## src/hw/ecwc_pkg.sv

```systemverilog
package ecwc_pkg;
  // line type codes carried in the three data bits of the command byte
  localparam logic [2:0] LT_END = 3'h0;
  localparam logic [2:0] LT_BLANK = 3'h1;
  localparam logic [2:0] LT_BLACK = 3'h2;
  localparam logic [2:0] LT_VISIBLE = 3'h3;
  localparam logic [2:0] LT_EVEN_START = 3'h4;
  localparam logic [2:0] LT_EVEN_END = 3'h5;
  localparam logic [2:0] LT_ODD_START = 3'h6;
  localparam logic [2:0] LT_ODD_END = 3'h7;
  localparam logic [2:0] LT_ODD_MASK = 3'h2;

  // sequence framing bytes
  localparam logic [7:0] ESC_BYTE = 8'hff;
  localparam logic [7:0] SYNC_BYTE = 8'h00;
  localparam logic [7:0] EOL_TAIL = 8'hff;
  localparam logic [2:0] SEQ_LAST = 3'h5;
  localparam logic [1:0] PAD_BITS = 2'h0;

  // link widths and buffer depth
  localparam int BYTE_W = 8;
  localparam int NIB_W = 5;
  localparam int FIFO_DEPTH = 32;

  // pixel average window, index of first pixel and length
  localparam logic [8:0] WIN_START_WIDE = 9'h030;
  localparam logic [8:0] WIN_LEN_WIDE = 9'h100;
  localparam logic [8:0] WIN_START_NARROW = 9'h018;
  localparam logic [8:0] WIN_LEN_NARROW = 9'h080;

  typedef enum logic [1:0] {FMT_NTSC, FMT_PAL, FMT_CIF, FMT_QCIF} ecwc_fmt_e;

  // protected command byte: fixed one, data bits, then even check bits
  function automatic logic [7:0] cmd_byte(input logic [2:0] c);
    logic [3:0] p;
    p[0] = c[2] ^ c[1] ^ c[0];
    p[1] = c[2] ^ c[1];
    p[2] = c[2] ^ c[0];
    p[3] = c[1] ^ c[0];
    return {1'b1, c, p};
  endfunction

  // six-bit half padded with a leading zero and an odd-parity trailer
  function automatic logic [7:0] num_byte(input logic [5:0] half);
    return {1'b0, half, ~(^half)};
  endfunction
endpackage

```

## src/hw/ecwc_link_if.sv

```systemverilog
`timescale 1ns/1ps
// nibble-serial video link; nib_en is high while the sensor drives the wires
interface ecwc_link_if;
  logic [4:0] nib;
  logic nib_en;
  modport dev_mp (output nib, output nib_en);
  modport host_mp (input nib, input nib_en);
endinterface

```

## src/hw/ecwc_dev.sv

```systemverilog
`timescale 1ns/1ps
// How it works
// - command byte: three data, four checks, fixed one
// - check bits give even parity over data subsets
// - one and data high nibble, checks low nibble
// - field start and end codes with their checks
// - odd field codes only in PAL or NTSC
// - host corrects single, detects double command errors
// - lone failing check means only that bit bad
// - host flips data bit by failing check pattern
// - other check patterns mean uncorrectable double error
// - line start carries twelve-bit number, two halves
// - each half gets leading zero, odd parity bit
// - line end fifth byte is central pixel average
// - line end sixth byte is all ones
// - five-wire word is byte plus two zeros
// - five-wire word goes as two nibbles, upper first
// - two all-ones words then zero precede command
// - every sequence is exactly six bytes long
// - host drops rest of field on double error

// plain synchronous fifo; out_data is valid whenever out_valid is high
module ecwc_fifo #(
  parameter int W = 8,
  parameter int D = 32
) (
  input wire logic i_clk_sys,
  input wire logic i_rstn,
  input wire logic i_in_valid,
  output logic o_in_ready,
  input wire logic [W-1:0] i_in_data,
  output logic o_out_valid,
  input wire logic i_out_ready,
  output logic [W-1:0] o_out_data
);
  localparam int AW = $clog2(D);
  localparam logic [AW:0] FULL_CNT = (AW+1)'(D);
  localparam logic [AW-1:0] LAST_PTR = AW'(D - 1);

  logic [W-1:0] mem [D];
  logic [AW-1:0] wr_ptr_reg;
  logic [AW-1:0] rd_ptr_reg;
  logic [AW:0] cnt_reg;
  logic push;
  logic pop;

  assign o_in_ready = (cnt_reg != FULL_CNT);
  assign o_out_valid = (cnt_reg != '0);
  assign o_out_data = mem[rd_ptr_reg];
  assign push = i_in_valid && o_in_ready;
  assign pop = o_out_valid && i_out_ready;

  // storage has no reset; only pointers and count define its content
  always_ff @(posedge i_clk_sys) begin
    if (push) begin
      mem[wr_ptr_reg] <= i_in_data;
    end
  end

  // pointers wrap at the depth, which need not be a power of two
  always_ff @(posedge i_clk_sys or negedge i_rstn) begin
    if (!i_rstn) begin
      wr_ptr_reg <= '0;
      rd_ptr_reg <= '0;
      cnt_reg <= '0;
    end else begin
      if (push) begin
        wr_ptr_reg <= (wr_ptr_reg == LAST_PTR) ? '0 : wr_ptr_reg + 1'b1;
      end
      if (pop) begin
        rd_ptr_reg <= (rd_ptr_reg == LAST_PTR) ? '0 : rd_ptr_reg + 1'b1;
      end
      if (push && !pop) begin
        cnt_reg <= cnt_reg + 1'b1;
      end else if (pop && !push) begin
        cnt_reg <= cnt_reg - 1'b1;
      end
    end
  end
endmodule

// sensor end: builds six-byte control sequences and serialises them
module ecwc_dev (
  input wire logic i_clk_sys,
  input wire logic i_rstn,
  input wire logic [1:0] i_fmt,
  input wire logic i_five_wire,
  input wire logic i_line_req,
  input wire logic [2:0] i_line_code,
  input wire logic [11:0] i_line_num,
  input wire logic i_eol_req,
  output logic o_req_ready,
  input wire logic i_pix_valid,
  input wire logic i_pix_first,
  input wire logic [9:0] i_pix_data,
  ecwc_link_if.dev_mp link
);
  typedef enum logic {ST_IDLE, ST_PUSH} ecwc_bld_e;

  ecwc_bld_e state_reg;
  logic [2:0] idx_reg;
  logic [2:0] code_reg;
  logic [11:0] num_reg;
  logic [7:0] avg_reg;
  logic [8:0] pix_idx_reg;
  logic [17:0] sum_reg;
  logic [4:0] lo_nib_reg;
  logic lo_pend_reg;
  logic [7:0] byte_next;
  logic [8:0] pix_idx;
  logic [8:0] win_start;
  logic [8:0] win_len;
  logic in_win;
  logic narrow;
  logic odd_ok;
  logic accept;
  logic f_in_ready;
  logic f_out_valid;
  logic [7:0] f_out_data;
  logic take;

  assign narrow = (i_fmt == ecwc_pkg::FMT_QCIF);
  assign odd_ok = (i_fmt == ecwc_pkg::FMT_PAL) || (i_fmt == ecwc_pkg::FMT_NTSC);
  assign accept = o_req_ready && (i_line_req || i_eol_req);

  // average window is centred on the active line, narrower in the small format
  assign win_start = narrow ? ecwc_pkg::WIN_START_NARROW : ecwc_pkg::WIN_START_WIDE;
  assign win_len = narrow ? ecwc_pkg::WIN_LEN_NARROW : ecwc_pkg::WIN_LEN_WIDE;
  assign pix_idx = i_pix_first ? '0 : pix_idx_reg;
  assign in_win = (pix_idx >= win_start) && (pix_idx < 9'(win_start + win_len));

  // pixel counter and window sum, restarted by the first pixel of each line
  always_ff @(posedge i_clk_sys or negedge i_rstn) begin
    if (!i_rstn) begin
      pix_idx_reg <= '0;
      sum_reg <= '0;
    end else if (i_pix_valid) begin
      pix_idx_reg <= pix_idx + 1'b1;
      if (i_pix_first) begin
        sum_reg <= in_win ? 18'(i_pix_data) : '0;
      end else if (in_win) begin
        sum_reg <= sum_reg + 18'(i_pix_data);
      end
    end
  end

  // request capture; the average keeps its top eight of ten bits
  always_ff @(posedge i_clk_sys or negedge i_rstn) begin
    if (!i_rstn) begin
      code_reg <= ecwc_pkg::LT_END;
      num_reg <= '0;
      avg_reg <= '0;
    end else if (accept) begin
      if (i_line_req) begin
        // odd field codes fall back to their even twins outside PAL and NTSC
        if (!odd_ok && i_line_code[2] && i_line_code[1]) begin
          code_reg <= i_line_code & ~ecwc_pkg::LT_ODD_MASK;
        end else begin
          code_reg <= i_line_code;
        end
        num_reg <= i_line_num;
      end else begin
        code_reg <= ecwc_pkg::LT_END;
        avg_reg <= narrow ? sum_reg[16:9] : sum_reg[17:10];
      end
    end
  end

  // byte selected by position within the sequence
  always_comb begin
    unique case (idx_reg)
      3'h0, 3'h1: byte_next = ecwc_pkg::ESC_BYTE;
      3'h2: byte_next = ecwc_pkg::SYNC_BYTE;
      3'h3: byte_next = ecwc_pkg::cmd_byte(code_reg);
      3'h4: begin
        if (code_reg == ecwc_pkg::LT_END) begin
          byte_next = avg_reg;
        end else begin
          byte_next = ecwc_pkg::num_byte(num_reg[11:6]);
        end
      end
      default: begin
        if (code_reg == ecwc_pkg::LT_END) begin
          byte_next = ecwc_pkg::EOL_TAIL;
        end else begin
          byte_next = ecwc_pkg::num_byte(num_reg[5:0]);
        end
      end
    endcase
  end

  // builder: one byte per cycle into the fifo, stalled while it is full
  always_ff @(posedge i_clk_sys or negedge i_rstn) begin
    if (!i_rstn) begin
      state_reg <= ST_IDLE;
      idx_reg <= '0;
      o_req_ready <= 1'b0;
    end else begin
      unique case (state_reg)
        ST_IDLE: begin
          o_req_ready <= !accept;
          if (accept) begin
            state_reg <= ST_PUSH;
            idx_reg <= '0;
          end
        end
        ST_PUSH: begin
          if (f_in_ready) begin
            if (idx_reg == ecwc_pkg::SEQ_LAST) begin
              state_reg <= ST_IDLE;
              o_req_ready <= 1'b1;
            end else begin
              idx_reg <= idx_reg + 1'b1;
            end
          end
        end
      endcase
    end
  end

  ecwc_fifo #(
    .W(ecwc_pkg::BYTE_W),
    .D(ecwc_pkg::FIFO_DEPTH)
  ) u_fifo (
    .i_clk_sys(i_clk_sys),
    .i_rstn(i_rstn),
    .i_in_valid(state_reg == ST_PUSH),
    .o_in_ready(f_in_ready),
    .i_in_data(byte_next),
    .o_out_valid(f_out_valid),
    .i_out_ready(!lo_pend_reg),
    .o_out_data(f_out_data)
  );

  assign take = f_out_valid && !lo_pend_reg;

  // serialiser: two cycles per byte, so the fifo really fills during bursts
  always_ff @(posedge i_clk_sys or negedge i_rstn) begin
    if (!i_rstn) begin
      link.nib <= '0;
      link.nib_en <= 1'b0;
      lo_nib_reg <= '0;
      lo_pend_reg <= 1'b0;
    end else if (take) begin
      link.nib_en <= 1'b1;
      lo_pend_reg <= 1'b1;
      if (i_five_wire) begin
        link.nib <= f_out_data[7:3];
        lo_nib_reg <= {f_out_data[2:0], ecwc_pkg::PAD_BITS};
      end else begin
        link.nib <= {1'b0, f_out_data[7:4]};
        lo_nib_reg <= {1'b0, f_out_data[3:0]};
      end
    end else if (lo_pend_reg) begin
      link.nib <= lo_nib_reg;
      lo_pend_reg <= 1'b0;
    end else begin
      link.nib <= '0;
      link.nib_en <= 1'b0;
    end
  end
endmodule

```

## src/flat_wrapper.sv

```systemverilog
// flat-port wrapper written by rule: the top's interface ports become plain ports
module ecwc_dev_flat 
  (i_clk_sys, i_rstn, i_fmt, i_five_wire, i_line_req, i_line_code, i_line_num, i_eol_req, o_req_ready, i_pix_valid, i_pix_first, i_pix_data, link_nib, link_nib_en);
  ecwc_link_if link_i ();
  input wire logic i_clk_sys;
  input wire logic i_rstn;
  input wire logic [1:0] i_fmt;
  input wire logic i_five_wire;
  input wire logic i_line_req;
  input wire logic [2:0] i_line_code;
  input wire logic [11:0] i_line_num;
  input wire logic i_eol_req;
  output logic o_req_ready;
  input wire logic i_pix_valid;
  input wire logic i_pix_first;
  input wire logic [9:0] i_pix_data;
  output wire logic [$bits(link_i.nib)-1:0] link_nib;
  output wire logic [$bits(link_i.nib_en)-1:0] link_nib_en;
  assign link_nib = link_i.nib;
  assign link_nib_en = link_i.nib_en;
  ecwc_dev u_core (.i_clk_sys(i_clk_sys), .i_rstn(i_rstn), .i_fmt(i_fmt), .i_five_wire(i_five_wire), .i_line_req(i_line_req), .i_line_code(i_line_code), .i_line_num(i_line_num), .i_eol_req(i_eol_req), .o_req_ready(o_req_ready), .i_pix_valid(i_pix_valid), .i_pix_first(i_pix_first), .i_pix_data(i_pix_data), .link(link_i));
endmodule
```

## config.mk

```make
export PLATFORM = sky130hd
export DESIGN_NAME = ecwc_dev_flat
export DESIGN_NICKNAME = d
export VERILOG_FILES = /design/src/hw/ecwc_pkg.sv /design/src/hw/ecwc_link_if.sv /design/src/hw/ecwc_dev.sv /design/src/flat_wrapper.sv
export SDC_FILE = /design/constraint.sdc
export NUM_CORES = 1
export LEC_CHECK = 0
export BUFFER_PORTS_ARGS = -buffer_cell sky130_fd_sc_hd__buf_2
export CAP_MARGIN = 20
export CORE_ASPECT_RATIO = 1.25
export CORE_MARGIN = 2
export CORE_UTILIZATION = 45
export CTS_BUF_LIST = sky130_fd_sc_hd__clkbuf_4 sky130_fd_sc_hd__clkbuf_8 sky130_fd_sc_hd__clkbuf_16
export DETAILED_ROUTE_END_ITERATION = 12
export SYNTH_ARGS = -nofsm -noshare
export SYNTH_HDL_FRONTEND = slang
export SYNTH_SLANG_ARGS = --single-unit
```

## constraint.sdc

```tcl
create_clock -name i_clk_sys -period 4.5 [get_ports i_clk_sys]
set_input_delay 0.9 -clock i_clk_sys [delete_from_list [all_inputs] [get_ports i_clk_sys]]
set_output_delay 0.9 -clock i_clk_sys [all_outputs]
set_load 0.01 [all_outputs]
```

Word level (Yosys, flattened, before mapping):

Memories as Yosys holds them, arrays and structs flattened.
Index checks and enable logic that the tools add are counted.

* add/sub/neg operators: 8
* $lt $le $gt $ge: 2
* equal/unequal tests: 15
* multiplexer cells: 36
* bitwise logic cells: 8
* reductions and logical operators: 29

Operators with widths (count)
* two-way mux 18 bit: 2
* case mux 8 bit (4 select lines): 1
* two-way mux 5 bit: 6
* two-way mux 8 bit: 3
* adder 18 x 10 -> 18 bit: 1
* two-way mux 6 bit: 3
* two-way mux 9 bit: 2
* two-way mux 3 bit: 4
* XOR reduction 6 bit: 2
* adder 5 x 1 -> 5 bit, second input constant: 2
* equality test 5 bit, second input constant: 2
* two-way mux 1 bit: 10
* two-way mux 10 bit: 1
* adder 9 x 1 -> 9 bit, second input constant: 1
* adder 9 bit: 1
* greater-or-equal comparator 9 bit: 1
* < comparator 9 bit: 1
* logical AND 1 bit: 8
* != test 2 bit, second input constant: 4
* AND reduction 2 bit: 4
* adder 6 x 1 -> 6 bit, second input constant: 1
* equality test 3 x 2 -> 1 bit, second input constant: 2
* equality test 3 bit, second input constant: 2
* zero test 3 bit: 2
* 19 further kinds: 32

* register bits: 83
* memory bits (writable): 256
* input bits: 34
* output and inout bits: 7
* word-level logic and storage cells: 114
* memories: 1

Memories
* u_core.u_fifo.mem: words 32, bits a word 8, read ports 1, clocked after Yosys merged registers in 0, wr ports 1, line ecwc_dev.sv:40 `logic [W-1:0] mem [D];`

Longest topological paths before layout:

* depth in word-level cells: 7
* depth in mapped cells: 14
* gate-level depth less buffers: 13

Modules after synthesis:

From an unflattened synthesis, not the netlist that was laid out.

* cell total of the unflattened synthesis: 1050
* area total of the unflattened synthesis: 15299.7 um^2

Modules (own cells, without submodules)
* ecwc_fifo: instances 1, cells each 616, area each 11089.4 um^2, sequential area each 8087.8 um^2
* ecwc_dev: instances 1, cells each 434, area each 4210.3 um^2, sequential area each 1676.6 um^2

Worst setup path before layout:

Ideal clock, no wire load.

* path type: input -> register
* start: input port i_fmt[0]
* end: register u_core.sum_reg[15]
* setup time: 0.078 ns
* arrival time: 3.026 ns
* required time: 4.422 ns
* path slack: 1.397 ns
* cell stages on the path: 9
* path buffers: 0
* path through: nand2_1 inv_1 ha_1 nand4_1 o31a_1 a211oi_4 o21ai_2 or4_1 a21oi_1

* longest elaborated chain between the ends: 7
* elaborated cells on any way between the ends: 9
* those cells by class: 1 x add/sub; 2 x order compare; 1 x eq/ne; 2 x mux; 3 x reduce/logical

RTL lines
* start: declaration: line flat_wrapper.sv:7 `input wire logic [1:0] i_fmt;`
* equality test 2 bit (*): line ecwc_dev.sv:122 `assign narrow = (i_fmt == ecwc_pkg::FMT_QCIF);`
* two-way mux 6 bit or two-way mux 9 bit (tied branches): line ecwc_dev.sv:127, ecwc_dev.sv:128
* adder 9 bit: line ecwc_dev.sv:130 `assign in_win = (pix_idx >= win_start) && (pix_idx < 9'(win_start + win_len));`
* < comparator 9 bit: line ecwc_dev.sv:130
* logical AND 1 bit (*): line ecwc_dev.sv:130
* nonzero test 2 bit (no line) (*)
* AND reduction 2 bit (no line) (*)
* end signal: assignment: line ecwc_dev.sv:140 `sum_reg <= in_win ? 18'(i_pix_data) : '0;`
* end signal: assignment: line ecwc_dev.sv:142 `sum_reg <= sum_reg + 18'(i_pix_data);`
* end: declaration: line ecwc_dev.sv:106 `logic [17:0] sum_reg;`

Every way passes the cells marked *; elsewhere a longest branch is shown, timed or not.
A chain may end at the register's enable or synchronous reset.

Worst setup path after layout:

* start: register u_core.u_fifo.cnt_reg[0]
* end: register u_core.u_fifo.cnt_reg[5]

* longest elaborated chain between the ends: 5
* elaborated cells on any way between the ends: 13
* those cells by class: 2 x add/sub; 1 x eq/ne; 2 x mux; 8 x reduce/logical

RTL lines
* start: declaration: line ecwc_dev.sv:43 `logic [AW:0] cnt_reg;`
* start signal: assignment: line ecwc_dev.sv:74 `cnt_reg <= cnt_reg + 1'b1;`
* start signal: assignment: line ecwc_dev.sv:76 `cnt_reg <= cnt_reg - 1'b1;`
* branches (longest 5 deep; another with subtractor 6 x 1 -> 6 bit)

Parallel ways; which one is timed is not known. The select of a mux whose other input is x is not followed.

==> flow_summary.html <==
<table>
<tr><th>Metric</th><th>Value</th></tr>
<tr><th colspan="2">Yosys</th></tr>
<tr><td>Most frequently used flop master after synthesis</td><td>sky130_fd_sc_hd__edfxtp_1</td></tr>
<tr><td>Ranking of synthesized cells by area</td><td>sky130_fd_sc_hd__edfxtp_1 (51%), sky130_fd_sc_hd__dfrtp_1 (14%), sky130_fd_sc_hd__mux4_2 (7.2%)</td></tr>
<tr><td>Share of flip-flops with an asynchronous set or reset</td><td>24.48%</td></tr>
<tr><td>Top cell type's share of synthesized area</td><td>51.40%</td></tr>
<tr><td>Synthesized area per cell</td><td>14.81 um2</td></tr>
<tr><td>Area of the mapped netlist</td><td>0.01496 mm2</td></tr>
<tr><td>Sequential cell area fraction in the yosys report</td><td>between 60% and 70%</td></tr>
<tr><td>Most frequent cell after synthesis</td><td>sky130_fd_sc_hd__edfxtp_1</td></tr>
<tr><td>Number of flops mapped to enable cells by yosys</td><td>roughly 260</td></tr>
<tr><td>Xor and xnor area share after synthesis</td><td>1.640%</td></tr>
<tr><td>Register bit total from synthesis</td><td>339</td></tr>
<tr><td>Most common library cells after synthesis</td><td>sky130_fd_sc_hd__edfxtp_1 (256), sky130_fd_sc_hd__dfrtp_1 (83), sky130_fd_sc_hd__nand2_1 (81)</td></tr>
<tr><td>Combinational family with the most area after synthesis</td><td>multiplexers</td></tr>
<tr><td>Basic-gate share of the synthesized area counting and, or, nand and nor cells</td><td>between 7 and 8%</td></tr>
<tr><td>Compound-gate portion of the synthesized area</td><td>under 10%</td></tr>
<tr><td>Cell type with the highest aggregate area in the netlist</td><td>sky130_fd_sc_hd__edfxtp_1</td></tr>
<tr><td>Count of mapped cells out of synthesis</td><td>1010</td></tr>
<tr><td>Syn Nets</td><td>1080</td></tr>
<tr><td>Adder-cell area share of the yosys netlist</td><td>3.112%</td></tr>
<tr><td>Distinct cell type count of the synthesized netlist</td><td>68</td></tr>
<tr><td>Synth warnings</td><td>0</td></tr>
<tr><td>Mux contribution to synthesized area</td><td>12.01%</td></tr>
<tr><th colspan="2">Clock network</th></tr>
<tr><td>Skew-Pair Late Insertion Delay</td><td>approximately 0.52 ns</td></tr>
<tr><td>Clock H-tree levels</td><td>2</td></tr>
<tr><td>Cts repair resizes</td><td>0</td></tr>
<tr><td>CTS sink cnt</td><td>339</td></tr>
<tr><td>Post-CTS Repair Setup Buffers</td><td>0</td></tr>
<tr><td>Clock tree buffer depth</td><td>3</td></tr>
<tr><td>Clock root buffer</td><td>sky130_fd_sc_hd__clkbuf_16</td></tr>
<tr><td>Clock-pin slew on the worst setup and hold paths</td><td>0.06 ns</td></tr>
<tr><td>Quantity of hold-fixing buffers added after cts</td><td>0</td></tr>
<tr><td>TritonCTS buffer count</td><td>35</td></tr>
<tr><td>CTS tree</td><td>yes</td></tr>
<tr><th colspan="2">Route</th></tr>
<tr><td>Count of TritonRoute iterations in the first routing pass</td><td>5</td></tr>
<tr><td>Number of DRC markers in iteration 0</td><td>600</td></tr>
<tr><td>Average detailed-routed wire length per instance</td><td>approximately 21 um</td></tr>
<tr><td>Routed Antenna Nets</td><td>0</td></tr>
<tr><td>Routed wire length</td><td>about 32000 um</td></tr>
<tr><td>Ratio of routed vias to standard cells</td><td>5.689</td></tr>
<tr><td>Number of design rule violations left after detail routing</td><td>0</td></tr>
<tr><td>Via count</td><td>8590</td></tr>
<tr><th colspan="2">STA</th></tr>
<tr><td>Final Slew Violations</td><td>0</td></tr>
<tr><td>RSZ-0062 raised after global routing</td><td>no</td></tr>
<tr><td>Tightest Pin Transition</td><td>between 1 and 1.5 ns</td></tr>
<tr><td>Min Tclk post-route</td><td>3.288 ns</td></tr>
<tr><td>Final-report hold violation count</td><td>0</td></tr>
<tr><td>Setup-violating endpoint count in the final report</td><td>0</td></tr>
<tr><td>Final clock skew</td><td>around 0.015 ns</td></tr>
<tr><td>Peak Freq</td><td>304.1 MHz</td></tr>
<tr><td>Final sum of negative setup slack</td><td>0 ns</td></tr>
<tr><td>Relative max-transition margin</td><td>30.53%</td></tr>
<tr><td>Final period util</td><td>about three quarters</td></tr>
<tr><th colspan="2">Layout</th></tr>
<tr><td>Layout Area Growth over Synthesis</td><td>12.42%</td></tr>
<tr><td>Fraction of final layout cells sized beyond drive strength 1</td><td>18.96%</td></tr>
<tr><td>Antenna Cells</td><td>0</td></tr>
<tr><td>Final cell count without fillers</td><td>around 1500</td></tr>
<tr><td>Post-layout net count</td><td>1137</td></tr>
<tr><td>Flip-flop count of the largest register, all copies and words added</td><td>256</td></tr>
<tr><th colspan="2">Placed design</th></tr>
<tr><td>Final weighted congestion of routability-driven global placement</td><td>0.7823</td></tr>
<tr><td>Count of input and output buffers</td><td>40</td></tr>
<tr><td>Placed Instances</td><td>1448</td></tr>
<tr><td>Post-DP HPWL</td><td>20780 um</td></tr>
<tr><th colspan="2">Floorplan</th></tr>
<tr><td>Total number of placement rows</td><td>74</td></tr>
<tr><td>Starting Density</td><td>45.76%</td></tr>
<tr><td>Die span in x</td><td>167.1 um</td></tr>
<tr><td>Core outline area</td><td>0.03268 mm2</td></tr>
<tr><td>Die outline area</td><td>0.03472 mm2</td></tr>
<tr><td>Height of the die</td><td>207.8 um</td></tr>
<tr><td>IO Count</td><td>just over 40</td></tr>
<tr><th colspan="2">Run status</th></tr>
<tr><td>Run status</td><td>finished clean</td></tr>
<tr><th colspan="2">Global route</th></tr>
<tr><td>Pin count of the biggest net entering global routing</td><td>52</td></tr>
<tr><td>Overall track demand over capacity in global routing</td><td>about a fifth</td></tr>
<tr><td>Initial antenna violation count</td><td>0</td></tr>
<tr><td>Aggregate global routing overflow</td><td>0</td></tr>
<tr><td>Global-route wire length before repair</td><td>50340 um</td></tr>
<tr><td>Via count of the first global-routing pass</td><td>8716</td></tr>
<tr><th colspan="2">Setup path</th></tr>
<tr><td>Crit-path cells</td><td>nor3_1 &gt; nand2_1 &gt; o21ai_1 &gt; inv_1 &gt; ha_1 &gt; inv_1 &gt; ha_1 &gt; a21o_1 &gt; a21oi_1 &gt; o21bai_1 &gt; mux2i_1 &gt; o211ai_1 &gt; xnor2_1</td></tr>
<tr><td>Type of element launching the critical path</td><td>flop</td></tr>
<tr><td>CP max stage delay</td><td>0.43 ns</td></tr>
<tr><td>CP Data Required Time</td><td>4.90 ns</td></tr>
<tr><td>Arrival time of data at the critical path endpoint</td><td>around 3.7 ns</td></tr>
<tr><td>Critical-path maximum fanout</td><td>11</td></tr>
<tr><td>Worst setup path class</td><td>flop to flop</td></tr>
<tr><td>Slowest-stage cell, CP</td><td>sky130_fd_sc_hd__o21ai_1</td></tr>
<tr><td>Setup crit end kind</td><td>flop</td></tr>
<tr><th colspan="2">Min path</th></tr>
<tr><td>Hold Path Class</td><td>input pin to asynchronous set/reset pin</td></tr>
<tr><th colspan="2">Job</th></tr>
<tr><td>Reported max-cap violation count</td><td>0</td></tr>
<tr><th colspan="2">Pwr</th></tr>
<tr><td>Power per Cell Area</td><td>730.7 mW/mm2</td></tr>
<tr><td>Leakage power</td><td>0.006088 uW</td></tr>
<tr><td>Sum of internal, switching and leakage power</td><td>about 12000 uW</td></tr>
<tr><td>VDD IR-drop max</td><td>815.8 uV</td></tr>
</table>
==> report_power, final <==
part / leakage (uW) / internal, uW / switching (uW)
clock: 0.000557 / 1670 / 1170
sequential: 0.00333 / 4760 / 429
combinational: 0.00220 / 1610 / 2650
==> stage by stage <==
stage / area, um2 / hold WS [ns] / setup WS [ns] / util, %
after detailed placement: 15680 / 0.4652 / 1.158 / 47.98
after CTS: 16810 / 0.4225 / 1.195 / 51.44
after floorplan: 14960 / 0.4444 / 1.397 / -
after global placement: 15670 / 0.4661 / 1.188 / 47.94
after global routing: 16810 / 0.4458 / 0.8918 / 51.44
final: 16810 / 0.3946 / 1.212 / 51.44
==> cell usage in the layout, fill, tap and decap left out, types with 15 or more instances in the layout <==
master and instances:
sky130_fd_sc_hd__o21ai_0 42, sky130_fd_sc_hd__clkbuf_16 37, sky130_fd_sc_hd__ha_1 34, sky130_fd_sc_hd__mux2_2 20
sky130_fd_sc_hd__nand3_1 15, sky130_fd_sc_hd__xnor2_1 16, sky130_fd_sc_hd__buf_4 24, sky130_fd_sc_hd__inv_1 21
sky130_fd_sc_hd__a21oi_1 41, sky130_fd_sc_hd__nand2_1 81, sky130_fd_sc_hd__a22oi_1 16, sky130_fd_sc_hd__edfxtp_1 256
sky130_fd_sc_hd__buf_2 39, sky130_fd_sc_hd__dfrtp_1 82, sky130_fd_sc_hd__mux2i_1 49, sky130_fd_sc_hd__mux4_2 48
sky130_fd_sc_hd__nor2_1 61
==> critical path, delay by kind of cell (launching register included) <==
family	cells	cell delay, ns
adders and majority gates	2	0.59
DFF	1	0.42
AOI/OAI and AO/OA	5	1.06
xor gates and xnor gates	1	0.15
and+or+nand+nor	2	0.31
muxes	1	0.16
buffers and inverters	2	0.48
==> per-layer routing <==
layer	wire (um)	track usage (%)	vias to the layer above
li1	-	-	4033
met1	13510	23.98	4325
met2	16310	32.45	183
met3	1352	3.070	49
met4	926	6.332	0
met5	0	0	-
==> logic make-up after synthesis <==
| family | Yosys count |
|---|---|
| muxes | 117 |
| DFF | 339 |
| xor gates and xnor gates | 28 |
| AOI/OAI and AO/OA | 195 |
| and+or+nand+nor | 230 |
| buffers and inverters | 65 |
| adders and majority gates | 36 |
==> area by class of cell <==
cell class	count	area, um2
Sequential cell	339	9768
Clock inverter	13	95.09
Fill cell	2735	15870
Inverter	21	78.83
Timing Repair Buffer	64	390.4
Multi-Input combinational cell	606	4922
Clock buffer	49	1035
Tap cell	418	523.0
==> worst paths after layout <==
kind                       cells after the start  slack [ns]                startpoint                          end
hold reg to reg                                2        0.48        u_core.link.nib_en           u_core.link.nib_en
min in group i_clk_sys                         2        0.48        u_core.link.nib_en           u_core.link.nib_en
hold / removal                                 1        0.39                    i_rstn            u_core.sum_reg[5]
setup reg to reg                              13        1.21  u_core.u_fifo.cnt_reg[0]     u_core.u_fifo.cnt_reg[5]
max in group asynchronous                      2        3.17                    i_rstn  u_core.u_fifo.rd_ptr_reg[0]
setup / recovery                              13        1.21  u_core.u_fifo.cnt_reg[0]     u_core.u_fifo.cnt_reg[5]
Power figures use the tool's default switching activity.
